[config.mk]
export PLATFORM = sky130hd
export DESIGN_NAME = sld_diag
export DESIGN_NICKNAME = d
export VERILOG_FILES = /design/src/logic/sld_pkg.sv /design/src/logic/sld_fet_if.sv /design/src/logic/sld_fet_seq.sv /design/src/logic/sld_gnd_filt.sv /design/src/logic/sld_diag.sv
export SDC_FILE = /design/constraint.sdc
export NUM_CORES = 1
export LEC_CHECK = 0
export BUFFER_PORTS_ARGS = -buffer_cell sky130_fd_sc_hd__buf_4
export CAP_MARGIN = 25
export CORE_MARGIN = 10
export CORE_UTILIZATION = 50
export DETAILED_ROUTE_END_ITERATION = 16
export PLACE_DENSITY = 0.74
export SYNTH_ARGS = -nofsm -noshare
export SYNTH_HDL_FRONTEND = slang
export SYNTH_HIERARCHICAL = 1
export SYNTH_SLANG_ARGS = --single-unit
[constraint.sdc]
create_clock -name aclk -period 3.14 [get_ports aclk]
set_input_delay 0.314 -clock aclk [delete_from_list [all_inputs] [get_ports aclk]]
set_output_delay 0.314 -clock aclk [all_outputs]
set_load 0.005 [all_outputs]
[src/logic/sld_pkg.sv]
// constants shared by the squib loop diagnostic control logic
// assumes a 250 MHz aclk and a 32-bit AXI4-Lite register port
package sld_pkg;
    localparam int unsigned CLK_MHZ = 250;
    localparam int unsigned AXI_AW = 5;

    // register byte offsets
    localparam logic [4:0] OFS_SYSTEM_CONFIG = 5'h00;
    localparam logic [4:0] OFS_LOOP_REQ = 5'h04;
    localparam logic [4:0] OFS_SYS_REQ = 5'h08;
    localparam logic [4:0] OFS_DIAG_CTL = 5'h0c;
    localparam logic [4:0] OFS_CONV_RES = 5'h10;
    localparam logic [4:0] OFS_LOOP_STAT = 5'h14;
    localparam logic [4:0] OFS_GND_LOSS = 5'h18;

    localparam logic [1:0] RESP_OKAY = 2'h0;
    localparam logic [1:0] RESP_SLVERR = 2'h2;

    // system_config fields
    localparam int unsigned CFG_AUTO_OFF = 0;
    localparam logic [31:0] CFG_RST = 32'h0000_0000;

    // loop_diag_request fields
    localparam int unsigned LRQ_CH_LSB = 0;
    localparam int unsigned LRQ_PIN = 2;
    localparam int unsigned LRQ_SRC = 3;
    localparam int unsigned LRQ_SNK = 4;
    localparam int unsigned LRQ_MON = 5;
    localparam int unsigned LRQ_PD_OFF = 6;
    localparam int unsigned LRQ_MODE_LSB = 8;
    localparam logic [9:0] LRQ_RST = 10'h000;

    typedef enum logic [1:0] {
        MODE_LEAK = 2'h0,
        MODE_RES_STEP1 = 2'h1,
        MODE_RES_BYPASS = 2'h2,
        MODE_HIGH_RES = 2'h3
    } sld_mode_e;

    // diag_state_test_code values in system_diag_request bits [1:0]
    localparam logic [1:0] DST_NONE = 2'h0;
    localparam logic [1:0] DST_HS_FET = 2'h1;
    localparam logic [1:0] DST_LS_FET = 2'h2;
    localparam logic [1:0] DST_SAFING = 2'h3;

    // loop_diag_status fields
    localparam int unsigned ST_STB = 0;
    localparam int unsigned ST_STG = 1;
    localparam int unsigned ST_HR_UP = 2;
    localparam int unsigned ST_HR_LO = 3;
    localparam int unsigned ST_FET_ON = 4;
    localparam int unsigned ST_CH_LSB = 8;
    localparam int unsigned ST_PIN = 10;
    // conversion_result fields: data [9:0], valid flag
    localparam int unsigned RES_VALID = 15;

    // timing: fet_test_timeout is a longest time, ground filter a least time
    localparam int unsigned FET_TIMEOUT_NS = 2000;
    localparam int unsigned FET_TIMEOUT_CYC = FET_TIMEOUT_NS * CLK_MHZ / 1000;
    localparam int unsigned GND_FILT_NS = 1000;
    localparam int unsigned GND_FILT_CYC = (GND_FILT_NS * CLK_MHZ + 999) / 1000;
    localparam int unsigned CNT_W = 12;

    typedef enum logic [1:0] {
        FET_IDLE = 2'b01,
        FET_RUN = 2'b10
    } sld_fet_e;
endpackage : sld_pkg

[src/logic/sld_fet_if.sv]
// handshake between the register logic and the fet test sequencer
// assumes both ends run on aclk
interface sld_fet_if;
    logic start;
    logic low_side;
    logic [1:0] chan;
    logic trip;
    logic active;
    logic [3:0] hs_drv;
    logic [3:0] ls_drv;

    modport ctl (output start, output low_side, output chan, output trip,
                 input active, input hs_drv, input ls_drv);
    modport seq (input start, input low_side, input chan, input trip,
                 output active, output hs_drv, output ls_drv);
endinterface : sld_fet_if

[src/logic/sld_fet_seq.sv]
// high-side / low-side fet test sequencer with timeout
// assumes start is a one-cycle pulse, trip is the monitor threshold comparator
module sld_fet_seq (
    input wire logic aclk,
    input wire logic aresetn,
    sld_fet_if.seq fet
);
    sld_pkg::sld_fet_e state_q, state_d;
    logic [sld_pkg::CNT_W-1:0] cnt_q, cnt_d;
    logic [3:0] hs_q, hs_d, ls_q, ls_d;

    always_comb begin
        state_d = state_q;
        cnt_d = cnt_q;
        hs_d = hs_q;
        ls_d = ls_q;
        case (state_q)
            sld_pkg::FET_IDLE: begin
                if (fet.start) begin
                    state_d = sld_pkg::FET_RUN;
                    cnt_d = '0;
                    if (fet.low_side) begin
                        ls_d = 4'h1 << fet.chan;
                    end else begin
                        hs_d = 4'h1 << fet.chan;
                    end
                end
            end
            sld_pkg::FET_RUN: begin
                // driver off on threshold, or at the timeout at the latest
                if (fet.trip || cnt_q == sld_pkg::CNT_W'(sld_pkg::FET_TIMEOUT_CYC - 1)) begin
                    state_d = sld_pkg::FET_IDLE;
                    hs_d = 4'h0;
                    ls_d = 4'h0;
                end else begin
                    cnt_d = cnt_q + 1'b1;
                end
            end
            default: begin
                state_d = sld_pkg::FET_IDLE;
                hs_d = 4'h0;
                ls_d = 4'h0;
            end
        endcase
    end

    always_ff @(posedge aclk) begin
        if (!aresetn) begin
            state_q <= sld_pkg::FET_IDLE;
            cnt_q <= '0;
            hs_q <= 4'h0;
            ls_q <= 4'h0;
        end else begin
            state_q <= state_d;
            cnt_q <= cnt_d;
            hs_q <= hs_d;
            ls_q <= ls_d;
        end
    end

    assign fet.active = (state_q == sld_pkg::FET_RUN);
    assign fet.hs_drv = hs_q;
    assign fet.ls_drv = ls_q;
endmodule : sld_fet_seq

[src/logic/sld_gnd_filt.sv]
// one channel of loss-of-ground-return filtering and latching
// assumes drop is already gated by the test that enables the check
module sld_gnd_filt (
    input wire logic aclk,
    input wire logic aresetn,
    input wire logic drop,
    input wire logic clr,
    output logic flag
);
    logic [sld_pkg::CNT_W-1:0] cnt_q, cnt_d;
    logic flag_q, flag_d;
    logic hit;

    always_comb begin
        hit = drop && cnt_q == sld_pkg::CNT_W'(sld_pkg::GND_FILT_CYC - 1);
        cnt_d = drop && !hit ? cnt_q + 1'b1 : '0;
        // a new detection wins over the clear-on-read
        flag_d = hit ? 1'b1 : (clr ? 1'b0 : flag_q);
    end

    always_ff @(posedge aclk) begin
        if (!aresetn) begin
            cnt_q <= '0;
            flag_q <= 1'b0;
        end else begin
            cnt_q <= cnt_d;
            flag_q <= flag_d;
        end
    end

    assign flag = flag_q;
endmodule : sld_gnd_filt

[src/logic/sld_diag.sv]
// What this block does
// - shorted open channel pair goes undetected unless pull-downs are disabled
// - step one: source on feed, sink on return
// - bypass step: source on return, sink on
// - auto source switch-off after result read
// - high-res: monitor on feed, sink on return
// - high-resistance flags always live
// - fet tests only in diagnostic state
// - fet command clears short flags first
// - driver off on threshold or timeout
// - fet active flag while driver on
// - fet flags latched until next request
// - ground loss bit filtered, latched, read-cleared
// - safing code enables safing supply regulator
// - safing and supply voltages via conversion
// - leakage short flags live, with channel, pin
// - monitor connection drops selected return pull-down
//
// squib loop low-level diagnostic control, AXI4-Lite register slave
// assumes analog comparators, adc and drivers sit outside, synchronous to aclk
//
// Local design decisions: register access over AXI4-Lite and the placing of the registers.
module sld_diag (
    input wire logic aclk,
    input wire logic aresetn,
    input wire logic [sld_pkg::AXI_AW-1:0] awaddr,
    input wire logic awvalid,
    output logic awready,
    input wire logic [31:0] wdata,
    input wire logic [3:0] wstrb,
    input wire logic wvalid,
    output logic wready,
    output logic [1:0] bresp,
    output logic bvalid,
    input wire logic bready,
    input wire logic [sld_pkg::AXI_AW-1:0] araddr,
    input wire logic arvalid,
    output logic arready,
    output logic [31:0] rdata,
    output logic [1:0] rresp,
    output logic rvalid,
    input wire logic rready,
    input wire logic diag_state,
    input wire logic cmp_short_battery,
    input wire logic cmp_short_ground,
    input wire logic cmp_high_res_upper,
    input wire logic cmp_high_res_lower,
    input wire logic [3:0] gnd_drop,
    input wire logic adc_done,
    input wire logic [9:0] adc_data,
    output logic [3:0] src_feed_en,
    output logic [3:0] src_return_en,
    output logic [3:0] sink_en,
    output logic [3:0] mon_feed_en,
    output logic [3:0] mon_return_en,
    output logic [3:0] pulldown_en,
    output logic [3:0] hs_drv_en,
    output logic [3:0] ls_drv_en,
    output logic safing_reg_en,
    output logic adc_start,
    output logic [2:0] adc_sel
);
    sld_fet_if fet ();

    // bus handshake state
    logic aw_have_q, aw_have_d, w_have_q, w_have_d;
    logic [sld_pkg::AXI_AW-1:0] aw_addr_q, aw_addr_d;
    logic [31:0] w_data_q, w_data_d;
    logic [3:0] w_strb_q, w_strb_d;
    logic awready_q, awready_d, wready_q, wready_d, arready_q, arready_d;
    logic bvalid_q, bvalid_d, rvalid_q, rvalid_d;
    logic [1:0] bresp_q, bresp_d, rresp_q, rresp_d;
    logic [31:0] rdata_q, rdata_d;

    // register file state
    logic [31:0] cfg_q, cfg_d;
    logic [9:0] lreq_q, lreq_d;
    logic stb_l_q, stb_l_d, stg_l_q, stg_l_d, latched_q, latched_d;
    logic [9:0] conv_q, conv_d;
    logic conv_valid_q, conv_valid_d;
    logic adc_start_q, adc_start_d;
    logic [2:0] adc_sel_q, adc_sel_d;
    logic fet_start_q, fet_start_d, fet_ls_q, fet_ls_d, safing_q, safing_d;

    logic do_wr, rd_fire, gnd_clr, mapped_wr, mapped_rd;
    logic [31:0] old_val, wr_val, rd_val, stat_val;
    logic [3:0] gnd_flag, gnd_in, ch_hot;
    logic [1:0] ch;
    sld_pkg::sld_mode_e mode;

    assign ch = lreq_q[sld_pkg::LRQ_CH_LSB +: 2];
    assign mode = sld_pkg::sld_mode_e'(lreq_q[sld_pkg::LRQ_MODE_LSB +: 2]);
    assign ch_hot = 4'h1 << ch;

    assign fet.start = fet_start_q;
    assign fet.low_side = fet_ls_q;
    assign fet.chan = ch;
    // high-side test ends on the battery-side current, low-side on the ground-side
    assign fet.trip = fet_ls_q ? cmp_short_ground : cmp_short_battery;

    sld_fet_seq u_fet (
        .aclk(aclk),
        .aresetn(aresetn),
        .fet(fet)
    );

    // loss of ground return is checked only while resistance or high-side tests run
    for (genvar i = 0; i < 4; i++) begin : g_gnd
        assign gnd_in[i] = gnd_drop[i] && ch_hot[i] &&
            (((mode == sld_pkg::MODE_RES_STEP1 || mode == sld_pkg::MODE_RES_BYPASS) &&
              lreq_q[sld_pkg::LRQ_SRC]) || (fet.active && !fet_ls_q));
        sld_gnd_filt u_filt (
            .aclk(aclk),
            .aresetn(aresetn),
            .drop(gnd_in[i]),
            .clr(gnd_clr),
            .flag(gnd_flag[i])
        );
    end

    // live comparators unless a fet test has latched them
    always_comb begin
        stat_val = 32'h0000_0000;
        stat_val[sld_pkg::ST_STB] = latched_q ? stb_l_q : cmp_short_battery;
        stat_val[sld_pkg::ST_STG] = latched_q ? stg_l_q : cmp_short_ground;
        stat_val[sld_pkg::ST_HR_UP] = cmp_high_res_upper;
        stat_val[sld_pkg::ST_HR_LO] = cmp_high_res_lower;
        stat_val[sld_pkg::ST_FET_ON] = fet.active;
        stat_val[sld_pkg::ST_CH_LSB +: 2] = ch;
        stat_val[sld_pkg::ST_PIN] = lreq_q[sld_pkg::LRQ_PIN];
    end

    always_comb begin
        rd_val = 32'h0000_0000;
        mapped_rd = 1'b1;
        case (araddr)
            sld_pkg::OFS_SYSTEM_CONFIG: rd_val = cfg_q;
            sld_pkg::OFS_LOOP_REQ: rd_val = {22'h0, lreq_q};
            sld_pkg::OFS_SYS_REQ: rd_val = {31'h0, safing_q};
            sld_pkg::OFS_DIAG_CTL: rd_val = {29'h0, adc_sel_q};
            sld_pkg::OFS_CONV_RES: rd_val = {16'h0, conv_valid_q, 5'h0, conv_q};
            sld_pkg::OFS_LOOP_STAT: rd_val = stat_val;
            sld_pkg::OFS_GND_LOSS: rd_val = {28'h0, gnd_flag};
            default: mapped_rd = 1'b0;
        endcase
    end

    always_comb begin
        old_val = 32'h0000_0000;
        mapped_wr = 1'b1;
        case (aw_addr_q)
            sld_pkg::OFS_SYSTEM_CONFIG: old_val = cfg_q;
            sld_pkg::OFS_LOOP_REQ: old_val = {22'h0, lreq_q};
            sld_pkg::OFS_SYS_REQ: old_val = 32'h0000_0000;
            sld_pkg::OFS_DIAG_CTL: old_val = {29'h0, adc_sel_q};
            default: mapped_wr = 1'b0;
        endcase
        for (int b = 0; b < 4; b++) begin
            wr_val[8*b +: 8] = w_strb_q[b] ? w_data_q[8*b +: 8] : old_val[8*b +: 8];
        end
    end

    assign do_wr = aw_have_q && w_have_q;
    assign rd_fire = arvalid && arready_q;
    assign gnd_clr = rd_fire && araddr == sld_pkg::OFS_GND_LOSS;

    always_comb begin
        aw_have_d = aw_have_q;
        aw_addr_d = aw_addr_q;
        w_have_d = w_have_q;
        w_data_d = w_data_q;
        w_strb_d = w_strb_q;
        bvalid_d = bvalid_q;
        bresp_d = bresp_q;
        rvalid_d = rvalid_q;
        rresp_d = rresp_q;
        rdata_d = rdata_q;
        cfg_d = cfg_q;
        lreq_d = lreq_q;
        stb_l_d = stb_l_q;
        stg_l_d = stg_l_q;
        latched_d = latched_q;
        conv_d = conv_q;
        conv_valid_d = conv_valid_q;
        adc_start_d = 1'b0;
        adc_sel_d = adc_sel_q;
        fet_start_d = 1'b0;
        fet_ls_d = fet_ls_q;
        safing_d = safing_q && diag_state;

        if (awvalid && awready_q) begin
            aw_have_d = 1'b1;
            aw_addr_d = awaddr;
        end
        if (wvalid && wready_q) begin
            w_have_d = 1'b1;
            w_data_d = wdata;
            w_strb_d = wstrb;
        end
        if (bvalid_q && bready) begin
            bvalid_d = 1'b0;
        end
        // each write is one explicit host step
        if (do_wr) begin
            aw_have_d = 1'b0;
            w_have_d = 1'b0;
            bvalid_d = 1'b1;
            bresp_d = mapped_wr ? sld_pkg::RESP_OKAY : sld_pkg::RESP_SLVERR;
            case (aw_addr_q)
                sld_pkg::OFS_SYSTEM_CONFIG: cfg_d = wr_val;
                sld_pkg::OFS_LOOP_REQ: begin
                    // pull-down disable and routing come from this word
                    lreq_d = wr_val[9:0];
                    latched_d = 1'b0;
                    stb_l_d = 1'b0;
                    stg_l_d = 1'b0;
                end
                sld_pkg::OFS_SYS_REQ: begin
                    latched_d = 1'b0;
                    stb_l_d = 1'b0;
                    stg_l_d = 1'b0;
                    safing_d = 1'b0;
                    // outside the diagnostic state test codes are ignored
                    if (diag_state) begin
                        case (wr_val[1:0])
                            sld_pkg::DST_HS_FET: begin
                                fet_start_d = !fet.active;
                                fet_ls_d = 1'b0;
                            end
                            sld_pkg::DST_LS_FET: begin
                                fet_start_d = !fet.active;
                                fet_ls_d = 1'b1;
                            end
                            sld_pkg::DST_SAFING: safing_d = 1'b1;
                            default: safing_d = 1'b0;
                        endcase
                    end
                end
                sld_pkg::OFS_DIAG_CTL: begin
                    adc_start_d = 1'b1;
                    adc_sel_d = wr_val[2:0];
                    conv_valid_d = 1'b0;
                end
                default: bresp_d = sld_pkg::RESP_SLVERR;
            endcase
        end

        if (fet_start_q) begin
            latched_d = 1'b1;
        end
        // flags caught during the test survive a clear in the same cycle
        if (fet.active && cmp_short_battery) begin
            stb_l_d = 1'b1;
        end
        if (fet.active && cmp_short_ground) begin
            stg_l_d = 1'b1;
        end
        if (adc_done) begin
            conv_d = adc_data;
            conv_valid_d = 1'b1;
        end

        if (rvalid_q && rready) begin
            rvalid_d = 1'b0;
        end
        if (rd_fire) begin
            rvalid_d = 1'b1;
            rdata_d = rd_val;
            rresp_d = mapped_rd ? sld_pkg::RESP_OKAY : sld_pkg::RESP_SLVERR;
            if (araddr == sld_pkg::OFS_CONV_RES) begin
                if (!adc_done) begin
                    conv_valid_d = 1'b0;
                end
                if (cfg_q[sld_pkg::CFG_AUTO_OFF]) begin
                    lreq_d[sld_pkg::LRQ_SRC] = 1'b0;
                    lreq_d[sld_pkg::LRQ_SNK] = 1'b0;
                end
            end
        end
        awready_d = !aw_have_d && !bvalid_d;
        wready_d = !w_have_d && !bvalid_d;
        arready_d = !rvalid_d;
    end

    always_ff @(posedge aclk) begin
        if (!aresetn) begin
            aw_have_q <= 1'b0;
            aw_addr_q <= '0;
            w_have_q <= 1'b0;
            w_data_q <= 32'h0000_0000;
            w_strb_q <= 4'h0;
            awready_q <= 1'b0;
            wready_q <= 1'b0;
            arready_q <= 1'b0;
            bvalid_q <= 1'b0;
            bresp_q <= sld_pkg::RESP_OKAY;
            rvalid_q <= 1'b0;
            rresp_q <= sld_pkg::RESP_OKAY;
            rdata_q <= 32'h0000_0000;
            cfg_q <= sld_pkg::CFG_RST;
            lreq_q <= sld_pkg::LRQ_RST;
            stb_l_q <= 1'b0;
            stg_l_q <= 1'b0;
            latched_q <= 1'b0;
            conv_q <= 10'h000;
            conv_valid_q <= 1'b0;
            adc_start_q <= 1'b0;
            adc_sel_q <= 3'h0;
            fet_start_q <= 1'b0;
            fet_ls_q <= 1'b0;
            safing_q <= 1'b0;
        end else begin
            aw_have_q <= aw_have_d;
            aw_addr_q <= aw_addr_d;
            w_have_q <= w_have_d;
            w_data_q <= w_data_d;
            w_strb_q <= w_strb_d;
            awready_q <= awready_d;
            wready_q <= wready_d;
            arready_q <= arready_d;
            bvalid_q <= bvalid_d;
            bresp_q <= bresp_d;
            rvalid_q <= rvalid_d;
            rresp_q <= rresp_d;
            rdata_q <= rdata_d;
            cfg_q <= cfg_d;
            lreq_q <= lreq_d;
            stb_l_q <= stb_l_d;
            stg_l_q <= stg_l_d;
            latched_q <= latched_d;
            conv_q <= conv_d;
            conv_valid_q <= conv_valid_d;
            adc_start_q <= adc_start_d;
            adc_sel_q <= adc_sel_d;
            fet_start_q <= fet_start_d;
            fet_ls_q <= fet_ls_d;
            safing_q <= safing_d;
        end
    end

    // analog routing, registered so the pins never glitch
    logic [3:0] srcf_q, srcf_d, srcr_q, srcr_d, snk_q, snk_d;
    logic [3:0] monf_q, monf_d, monr_q, monr_d, pd_q, pd_d;

    always_comb begin
        srcf_d = 4'h0;
        srcr_d = 4'h0;
        snk_d = lreq_q[sld_pkg::LRQ_SNK] ? ch_hot : 4'h0;
        monf_d = 4'h0;
        monr_d = 4'h0;
        if (lreq_q[sld_pkg::LRQ_SRC]) begin
            if (mode == sld_pkg::MODE_RES_BYPASS) begin
                srcr_d = ch_hot;
            end else begin
                srcf_d = ch_hot;
            end
        end
        if (mode == sld_pkg::MODE_HIGH_RES) begin
            monf_d = ch_hot;
            snk_d = ch_hot;
        end else if (lreq_q[sld_pkg::LRQ_MON]) begin
            monf_d = lreq_q[sld_pkg::LRQ_PIN] ? 4'h0 : ch_hot;
            monr_d = lreq_q[sld_pkg::LRQ_PIN] ? ch_hot : 4'h0;
        end
        // unless pull-down disable is set, a shorted open-channel pair is still masked by the remaining pull-downs
        pd_d = lreq_q[sld_pkg::LRQ_PD_OFF] ? 4'h0 : 4'hf;
        if (lreq_q[sld_pkg::LRQ_MON] || mode == sld_pkg::MODE_HIGH_RES) begin
            pd_d = pd_d & ~ch_hot;
        end
    end

    always_ff @(posedge aclk) begin
        if (!aresetn) begin
            srcf_q <= 4'h0;
            srcr_q <= 4'h0;
            snk_q <= 4'h0;
            monf_q <= 4'h0;
            monr_q <= 4'h0;
            pd_q <= 4'hf;
        end else begin
            srcf_q <= srcf_d;
            srcr_q <= srcr_d;
            snk_q <= snk_d;
            monf_q <= monf_d;
            monr_q <= monr_d;
            pd_q <= pd_d;
        end
    end

    assign awready = awready_q;
    assign wready = wready_q;
    assign bresp = bresp_q;
    assign bvalid = bvalid_q;
    assign arready = arready_q;
    assign rdata = rdata_q;
    assign rresp = rresp_q;
    assign rvalid = rvalid_q;
    assign src_feed_en = srcf_q;
    assign src_return_en = srcr_q;
    assign sink_en = snk_q;
    assign mon_feed_en = monf_q;
    assign mon_return_en = monr_q;
    assign pulldown_en = pd_q;
    assign hs_drv_en = fet.hs_drv;
    assign ls_drv_en = fet.ls_drv;
    assign safing_reg_en = safing_q;
    assign adc_start = adc_start_q;
    assign adc_sel = adc_sel_q;
endmodule : sld_diag

==> results.sh, run 1 <==
export IMPL_syn_avg_cell_area_um2=9.09
export IMPL_grt_pass1_vias=8167
export IMPL_period_share=0.783
export IMPL_relSlewSlack=0.519
export IMPL_hpwl_um=18300
export IMPL_final_hold_viol_count=0
export IMPL_die_area_um2=26800
export IMPL_yosysMostFrequentCell="dfxtp_1"
export IMPL_cts_tree="yes"
export IMPL_synth_top_family_by_area="simple AND/OR/NAND/NOR gates"
export IMPL_synth_common_cells="243 x dfxtp_1, 154 x nand2_1, 64 x nor2_1"
export IMPL_clock_sinks=243
export IMPL_clock_skew_ps=11.9
export IMPL_cpMaxStageDelayCell="dfxtp_1"
export IMPL_cp_cell_sequence="mux2_2 -> a221oi_1 -> or2_2 -> inv_1 -> ha_1 -> nor3_1 -> a21oi_1 -> a41o_1"
export IMPL_routed_via_count=8490
export IMPL_worstPathArrival_ps=2870
export IMPL_place_gp_congestion=0.854
export IMPL_r2r_end="fet.low_side$_SDFFE_PN0P_"
export IMPL_r2r_cells=8
export IMPL_cts_resized=0
export IMPL_drt_wl_total_um=26100
export IMPL_ys_types=69
export IMPL_antenna_cells=0
export IMPL_die_w_um=164
export IMPL_overflow=0
export IMPL_drt_initial_drc_count=500
export IMPL_syn_inst=1135
export IMPL_grt_max_degree=114
export IMPL_grt_pass1_wl_um=41800
export IMPL_synthesis_area_um2=10300
export IMPL_cts_buffers=26
export IMPL_hold_path_class="input pin to flip-flop"
export IMPL_cap_violations=0
export IMPL_synth_compound_area_frac=0.164
export IMPL_grt_usage=0.186
export IMPL_port_buffers=148
export IMPL_worstSetupPathType="flip-flop to flip-flop"
export IMPL_initial_utilization=0.508
export IMPL_ctsHtreeMaxLevel=1
export IMPL_synth_ff_type="dfxtp_1"
export IMPL_tightest_slew_ps=715
export IMPL_fin_crit_ps=2460
export IMPL_clk_pin_slew_ps=60
export IMPL_max_stage_delay_ps=550
export IMPL_ant_nets=0
export IMPL_p_leak_nw=4.58
export IMPL_num_rows=52
export IMPL_nets=1332
export IMPL_routed_via_density=5.53
export IMPL_drc_errors=0
export IMPL_setup_worst_path_end="fet.low_side$_SDFFE_PN0P_"
export IMPL_setup_tns_ps=0
export IMPL_grt_antenna_before_repair=0
export IMPL_drv_slew=0
export IMPL_synth_edf_count=0
export IMPL_fin_util=0.611
export IMPL_status="complete, no violations"
export IMPL_ys_ff_latch=243
export IMPL_setup_viol=0
export IMPL_synth_largest_area_cell="dfxtp_1"
export IMPL_synth_async_reset_ratio=0
export IMPL_rsz0062_at_grt="no"
export IMPL_yosys_area_share_adder=0.0158
export IMPL_post_cts_buffers=0
export IMPL_root_buffer="clkbuf_16"
export IMPL_setup_slack_ps=681
export IMPL_seq_area_frac_synth=0.472
export IMPL_worstPathMaxFanout=10
export IMPL_ys_top_cells_by_area="dfxtp_1 47%, nand2_1 5.6%, a21boi_0 3.8%"
export IMPL_postCtsHoldBufs=0
export IMPL_worstSetupStartpoint="aw_addr_q[3]$_SDFFE_PN0P_"
export IMPL_r2r_start="aw_addr_q[3]$_SDFFE_PN0P_"
export IMPL_synth_xor_area_share=0.0170
export IMPL_coreArea_um2=20300
export IMPL_ir_drop_v=0.000474
export IMPL_cp_required_ps=3550
export IMPL_cp_start_kind="flip-flop"
export IMPL_r2r_slack_ps=680
export IMPL_clkLatencyLatePin_ps=530
export IMPL_die_h_um=164
export IMPL_clock_path_buffers=3
export IMPL_wl_per_cell_um=17.0
export IMPL_p_per_area_nw_per_um2=545
export IMPL_first_pass_iters=5
export IMPL_place_ws_ps=789
export IMPL_drive_gt1_frac=0.182
export IMPL_syn_to_final_growth_pct=20.1
export IMPL_yosys_warnings=6
export IMPL_max_freq_mhz=407
export IMPL_cp_end_kind="flip-flop"
export IMPL_synthSimpleGateAreaFrac=0.236
export IMPL_synth_top_cell_area_share=0.472
export IMPL_ios=151
export IMPL_synth_mux_area_frac=0.0521
-- area by class of cell --
| type | instances | area (um^2) |
|---|---|---|
| fillers | 1786 | 7910 |
| flip-flops and latches | 243 | 4860 |
| multi-input cells | 799 | 5010 |
| well taps | 270 | 338 |
| clock inverters | 13 | 194 |
| inverters | 19 | 71.3 |
| clock buffers | 34 | 722 |
| repair buffers | 157 | 1190 |
-- worst min-delay path by stage --
stage,startpoint,to,slack (ps),cells after the start
global placement,w_data_q[27]$_SDFFE_PN0P_,cfg_q[27]$_SDFFE_PN0P_,440,2
finish,wdata[24],w_data_q[24]$_SDFFE_PN0P_,40,3
global route,adc_data[2],conv_q[2]$_SDFFE_PN0P_,50,3
CTS,adc_data[2],conv_q[2]$_SDFFE_PN0P_,30,3
detailed placement,w_data_q[27]$_SDFFE_PN0P_,cfg_q[27]$_SDFFE_PN0P_,450,2
floorplan,cfg_q[10]$_SDFFE_PN0P_,cfg_q[10]$_SDFFE_PN0P_,440,2
-- cells in the final DEF, fill, tap and decap left out, types with 13 or more instances in the layout --
cell type  netlist  layout
buf_4            3     156
a21boi_0        52      52
and2_1          15      15
ha_1            13      13
or3_1           16      16
nand2_1        154     154
a22oi_1         30      30
clkbuf_16        0      27
mux2i_1         38      38
nor2b_1         44      44
inv_1           19      19
o31ai_1         16      16
nand4_1         19      19
nand2b_1        16      16
nand3_1         52      52
a21oi_1         48      48
or4_1           14      14
o21ai_0         55      55
dfxtp_1        243     243
nor2_1          64      64
-- where the power goes --
part	total [mW]	leakage, nW	internal, mW	switching [mW]
combinational	0.323	2.16	0.150	0.173
sequential	3.16	1.96	3.13	0.0361
clock	3.27	0.455	2.03	1.24
-- logic make-up (layout without fill, tap and decap cells) --
family                   Yosys count  after routing
AO/OA/AOI/OAI                    249            249
XOR/XNOR                          20             20
adder cells (fa/ha/maj)           13             13
buffers and inverters             94            223
flip-flops                       243            243
multiplexers                      48             48
other                              1              2
AND/OR/NAND/NOR                  467            467
-- sequential cells by signal, summed over array words and instances (netlist names), 5 cells and up --
| name | flops |
|---|---|
| g_gnd.u_filt/cnt_q | 48 |
| cfg_q | 32 |
| rdata | 32 |
| w_data_q | 32 |
| u_fet/cnt_q | 12 |
| conv_q | 10 |
| lreq_q | 10 |
| aw_addr_q | 5 |
-- routing by layer --
| metal | global-route usage | wire length [um] | share of wire |
|---|---|---|---|
| met5 | 0 | 0 | 0 |
| met4 | 0.0451 | 497 | 0.019 |
| met3 | 0.0420 | 1570 | 0.060 |
| met2 | 0.314 | 12300 | 0.47 |
| met1 | 0.235 | 11700 | 0.45 |
-- critical path, delay by kind of cell, from the launching register on --
family	cells	cell delay (ps)
DFF	1	550
AOI/OAI and AO/OA	3	580
adders and majority gates	1	260
buffers and inverters	1	60
and+or+nand+nor	2	520
muxes	1	380
-- per-stage QoR --
stage | instance area (um^2) | std cells | power [mW] | hold WS [ps]
after detailed placement | 11500 | 1488 | 3.55 | 448
after floorplan | 10300 | 1136 | 3.41 | 436
after global placement | 11500 | 1488 | 3.55 | 441
after global routing | 12400 | 1535 | 6.96 | 46.4
final | 12400 | 1535 | 6.75 | 40.8
after CTS | 12400 | 1535 | 6.79 | 32.8
(Power assumes the default switching activity.)
==> inputs of run 2 (changes only) <==
- PLACE_DENSITY: 0.74 -> 0.77
- clock period: 3.14 -> 2.2 ns (I/O delays scaled with it)
==> run 2 against run 1 <==
Sequential share of layout area down 2.0 points. Global-route usage up 0.93 points. Clock skew down 4.1 ps. Die area unchanged. Clock-buffer cell count up 6. Sequential cell count unchanged. Non-clock buffer count up 77. Routed wire length up 4.1%. Maximum frequency up 15%. Combinational power up 78%. Hold slack worse by 36 ps. Largest power group is now registers. Highest routed layer unchanged.
==> results.sh, run 2 (synthesis results as in run 1) <==
export IMPL_grt_max_degree=105
export IMPL_ir_drop_v=0.000524
export IMPL_grt_pass1_vias=8552
export IMPL_r2r_start="aw_addr_q[3]$_SDFFE_PN0P_"
export IMPL_port_buffers=148
export IMPL_clkLatencyLatePin_ps=520
export IMPL_switching_share=0.221
export IMPL_final_hold_viol_count=0
export IMPL_setup_tns_ps=0
export IMPL_drc_errors=0
export IMPL_ant_nets=0
export IMPL_internal_power_mw=7.29
export IMPL_worst_path_buf_inv=2
export IMPL_max_stage_delay_ps=330
export IMPL_relSlewSlack=0.520
export IMPL_setup_viol=0
export IMPL_top_register="g_gnd.u_filt/cnt_q"
export IMPL_worstSetupPathType="flip-flop to flip-flop"
export IMPL_routed_via_count=8931
export IMPL_clock_path_buffers=3
export IMPL_mostFrequentLayoutCells="243 x dfxtp_1, 183 x buf_4, 154 x nand2_1"
export IMPL_r2r_slack_ps=60
export IMPL_largest_reg_flops=48
export IMPL_cp_required_ps=2610
export IMPL_drv_slew=0
export IMPL_r2r_cells=9
export IMPL_clk_pin_slew_ps=60
export IMPL_drive_gt1_frac=0.192
export IMPL_nets=1409
export IMPL_syn_to_final_growth_pct=26.5
export IMPL_power_mw=9.36
export IMPL_use_met2=0.332
export IMPL_cpMaxStageDelayCell="dfxtp_1"
export IMPL_num_rows=52
export IMPL_coreArea_um2=20300
export IMPL_overflow=0
export IMPL_top_usage_layer="met2"
export IMPL_cp_end_kind="flip-flop"
export IMPL_seq_area_um2=4860
export IMPL_crit_cells=9
export IMPL_ctsHtreeMaxLevel=1
export IMPL_use_met1=0.239
export IMPL_hold_path_class="input pin to flip-flop"
export IMPL_drt_wl_total_um=27200
export IMPL_cp_start_kind="flip-flop"
export IMPL_status="complete, no violations"
export IMPL_root_buffer="clkbuf_16"
export IMPL_drt_initial_drc_count=561
export IMPL_power_frac_comb=0.061
export IMPL_pwr_share_seq=0.482
export IMPL_switching_power_mw=2.07
export IMPL_cap_violations=0
export IMPL_routed_via_density=5.54
export IMPL_worstSetupStartpoint="aw_addr_q[3]$_SDFFE_PN0P_"
export IMPL_max_freq_mhz=468
export IMPL_mostFrequentLayoutCell="dfxtp_1"
export IMPL_r2r_end="fet.low_side$_SDFFE_PN0P_"
export IMPL_hpwl_um=18700
export IMPL_place_gp_congestion=0.875
export IMPL_antenna_cells=0
export IMPL_die_area_um2=26800
export IMPL_worstPathMaxFanout=8
export IMPL_num_fill_cells=1690
export IMPL_min_from="awaddr[1]"
export IMPL_wl_per_cell_um=16.9
export IMPL_setup_slack_ps=63.0
export IMPL_place_ws_ps=84.2
export IMPL_tightest_slew_ps=717
export IMPL_clkPwrFrac=0.457
export IMPL_die_w_um=164
export IMPL_clock_sinks=243
export IMPL_cts_tree="yes"
export IMPL_grt_antenna_before_repair=0
export IMPL_grt_usage=0.195
export IMPL_period_share=0.971
export IMPL_fin_crit_ps=2140
export IMPL_ios=151
export IMPL_multiInputGateArea_um2=5040
export IMPL_p_per_area_nw_per_um2=717
export IMPL_die_h_um=164
export IMPL_first_pass_iters=5
export IMPL_setup_worst_path_end="fet.low_side$_SDFFE_PN0P_"
export IMPL_cp_cell_sequence="buf_4 -> nor2_1 -> a221oi_1 -> or2_2 -> inv_1 -> ha_1 -> nor3_4 -> a21oi_1 -> a41o_1"
export IMPL_cts_buffers=26
export IMPL_cp_top_family="simple AND/OR/NAND/NOR gates"
export IMPL_p_leak_nw=4.89
export IMPL_met3_usage=0.0430
export IMPL_initial_utilization=0.508
export IMPL_grt_pass1_wl_um=43700
export IMPL_worstPathArrival_ps=2550
export IMPL_clock_skew_ps=7.86
run 2: cell count changes in the layout (fill, tap and decap cells not counted), sizes merged:
cell,previous run,this run
buf,157,184
clkbuf,34,40
dlygate4sd3,0,50
clkinvlp,0,1
bufinv,5,1
clkinv,8,5
run 2: worst min path at each step:
| stage | endpoint | cells past startpoint |
|---|---|---|
| floorplan | safing_reg_en$_SDFF_PN0_ | 2 |
| global placement | cfg_q[14]$_SDFFE_PN0P_ | 2 |
| detailed placement | rdata[0]$_SDFFE_PN0P_ | 2 |
| CTS | w_strb_q[1]$_SDFFE_PN0P_ | 3 |
| global route | aw_addr_q[4]$_SDFFE_PN0P_ | 3 |
| finish | aw_addr_q[1]$_SDFFE_PN0P_ | 3 |
run 2: power groups by stage:
stage | registers, mW | clock network, mW | logic [mW]
2_1_floorplan | 4.59 | 0 | 0.278
3_3_place_gp | 4.60 | 0 | 0.482
3_5_place_dp | 4.60 | 0 | 0.487
4_1_cts | 4.51 | 4.35 | 0.562
5_1_grt | 4.52 | 4.52 | 0.625
6_report | 4.51 | 4.28 | 0.575
run 2: layer usage:
layer,up-vias,share of wire
met5,-,0
met4,0,0.031
met3,53,0.068
met2,266,0.48
met1,4209,0.42
li1,4403,-
run 2: worst min-delay path, stage by stage:
cell	delay, ps
buf_4	110
nand3_1	70
a21boi_0	80
run 2: layout make-up:
cell class | instances | share of cell area
inverters | 19 | 0.00547
well taps | 270 | 0.0259
multi-input cells | 799 | 0.386
clock buffers | 40 | 0.0594
clock inverters | 7 | 0.00508
repair buffers | 234 | 0.145
flip-flops and latches | 243 | 0.373
run 2: stage by stage:
step	util	instances	cell area [um^2]	hold slack, ps
after floorplan	-	1136	10300	364
after global placement	0.575	1515	11700	441
after detailed placement	0.575	1515	11700	447
after CTS	0.641	1612	13000	0.867
after global routing	0.643	1612	13000	10.6
final	0.643	1612	13000	5.10
run 2: timing repair:
action / CTS / global route
buffers inserted: 0 / 0
gates resized for setup: 0 / 5
setup endpoints to repair: 0 / 2
hold buffers: 50 / 0
endpoints found under the hold margin: 52 / 0
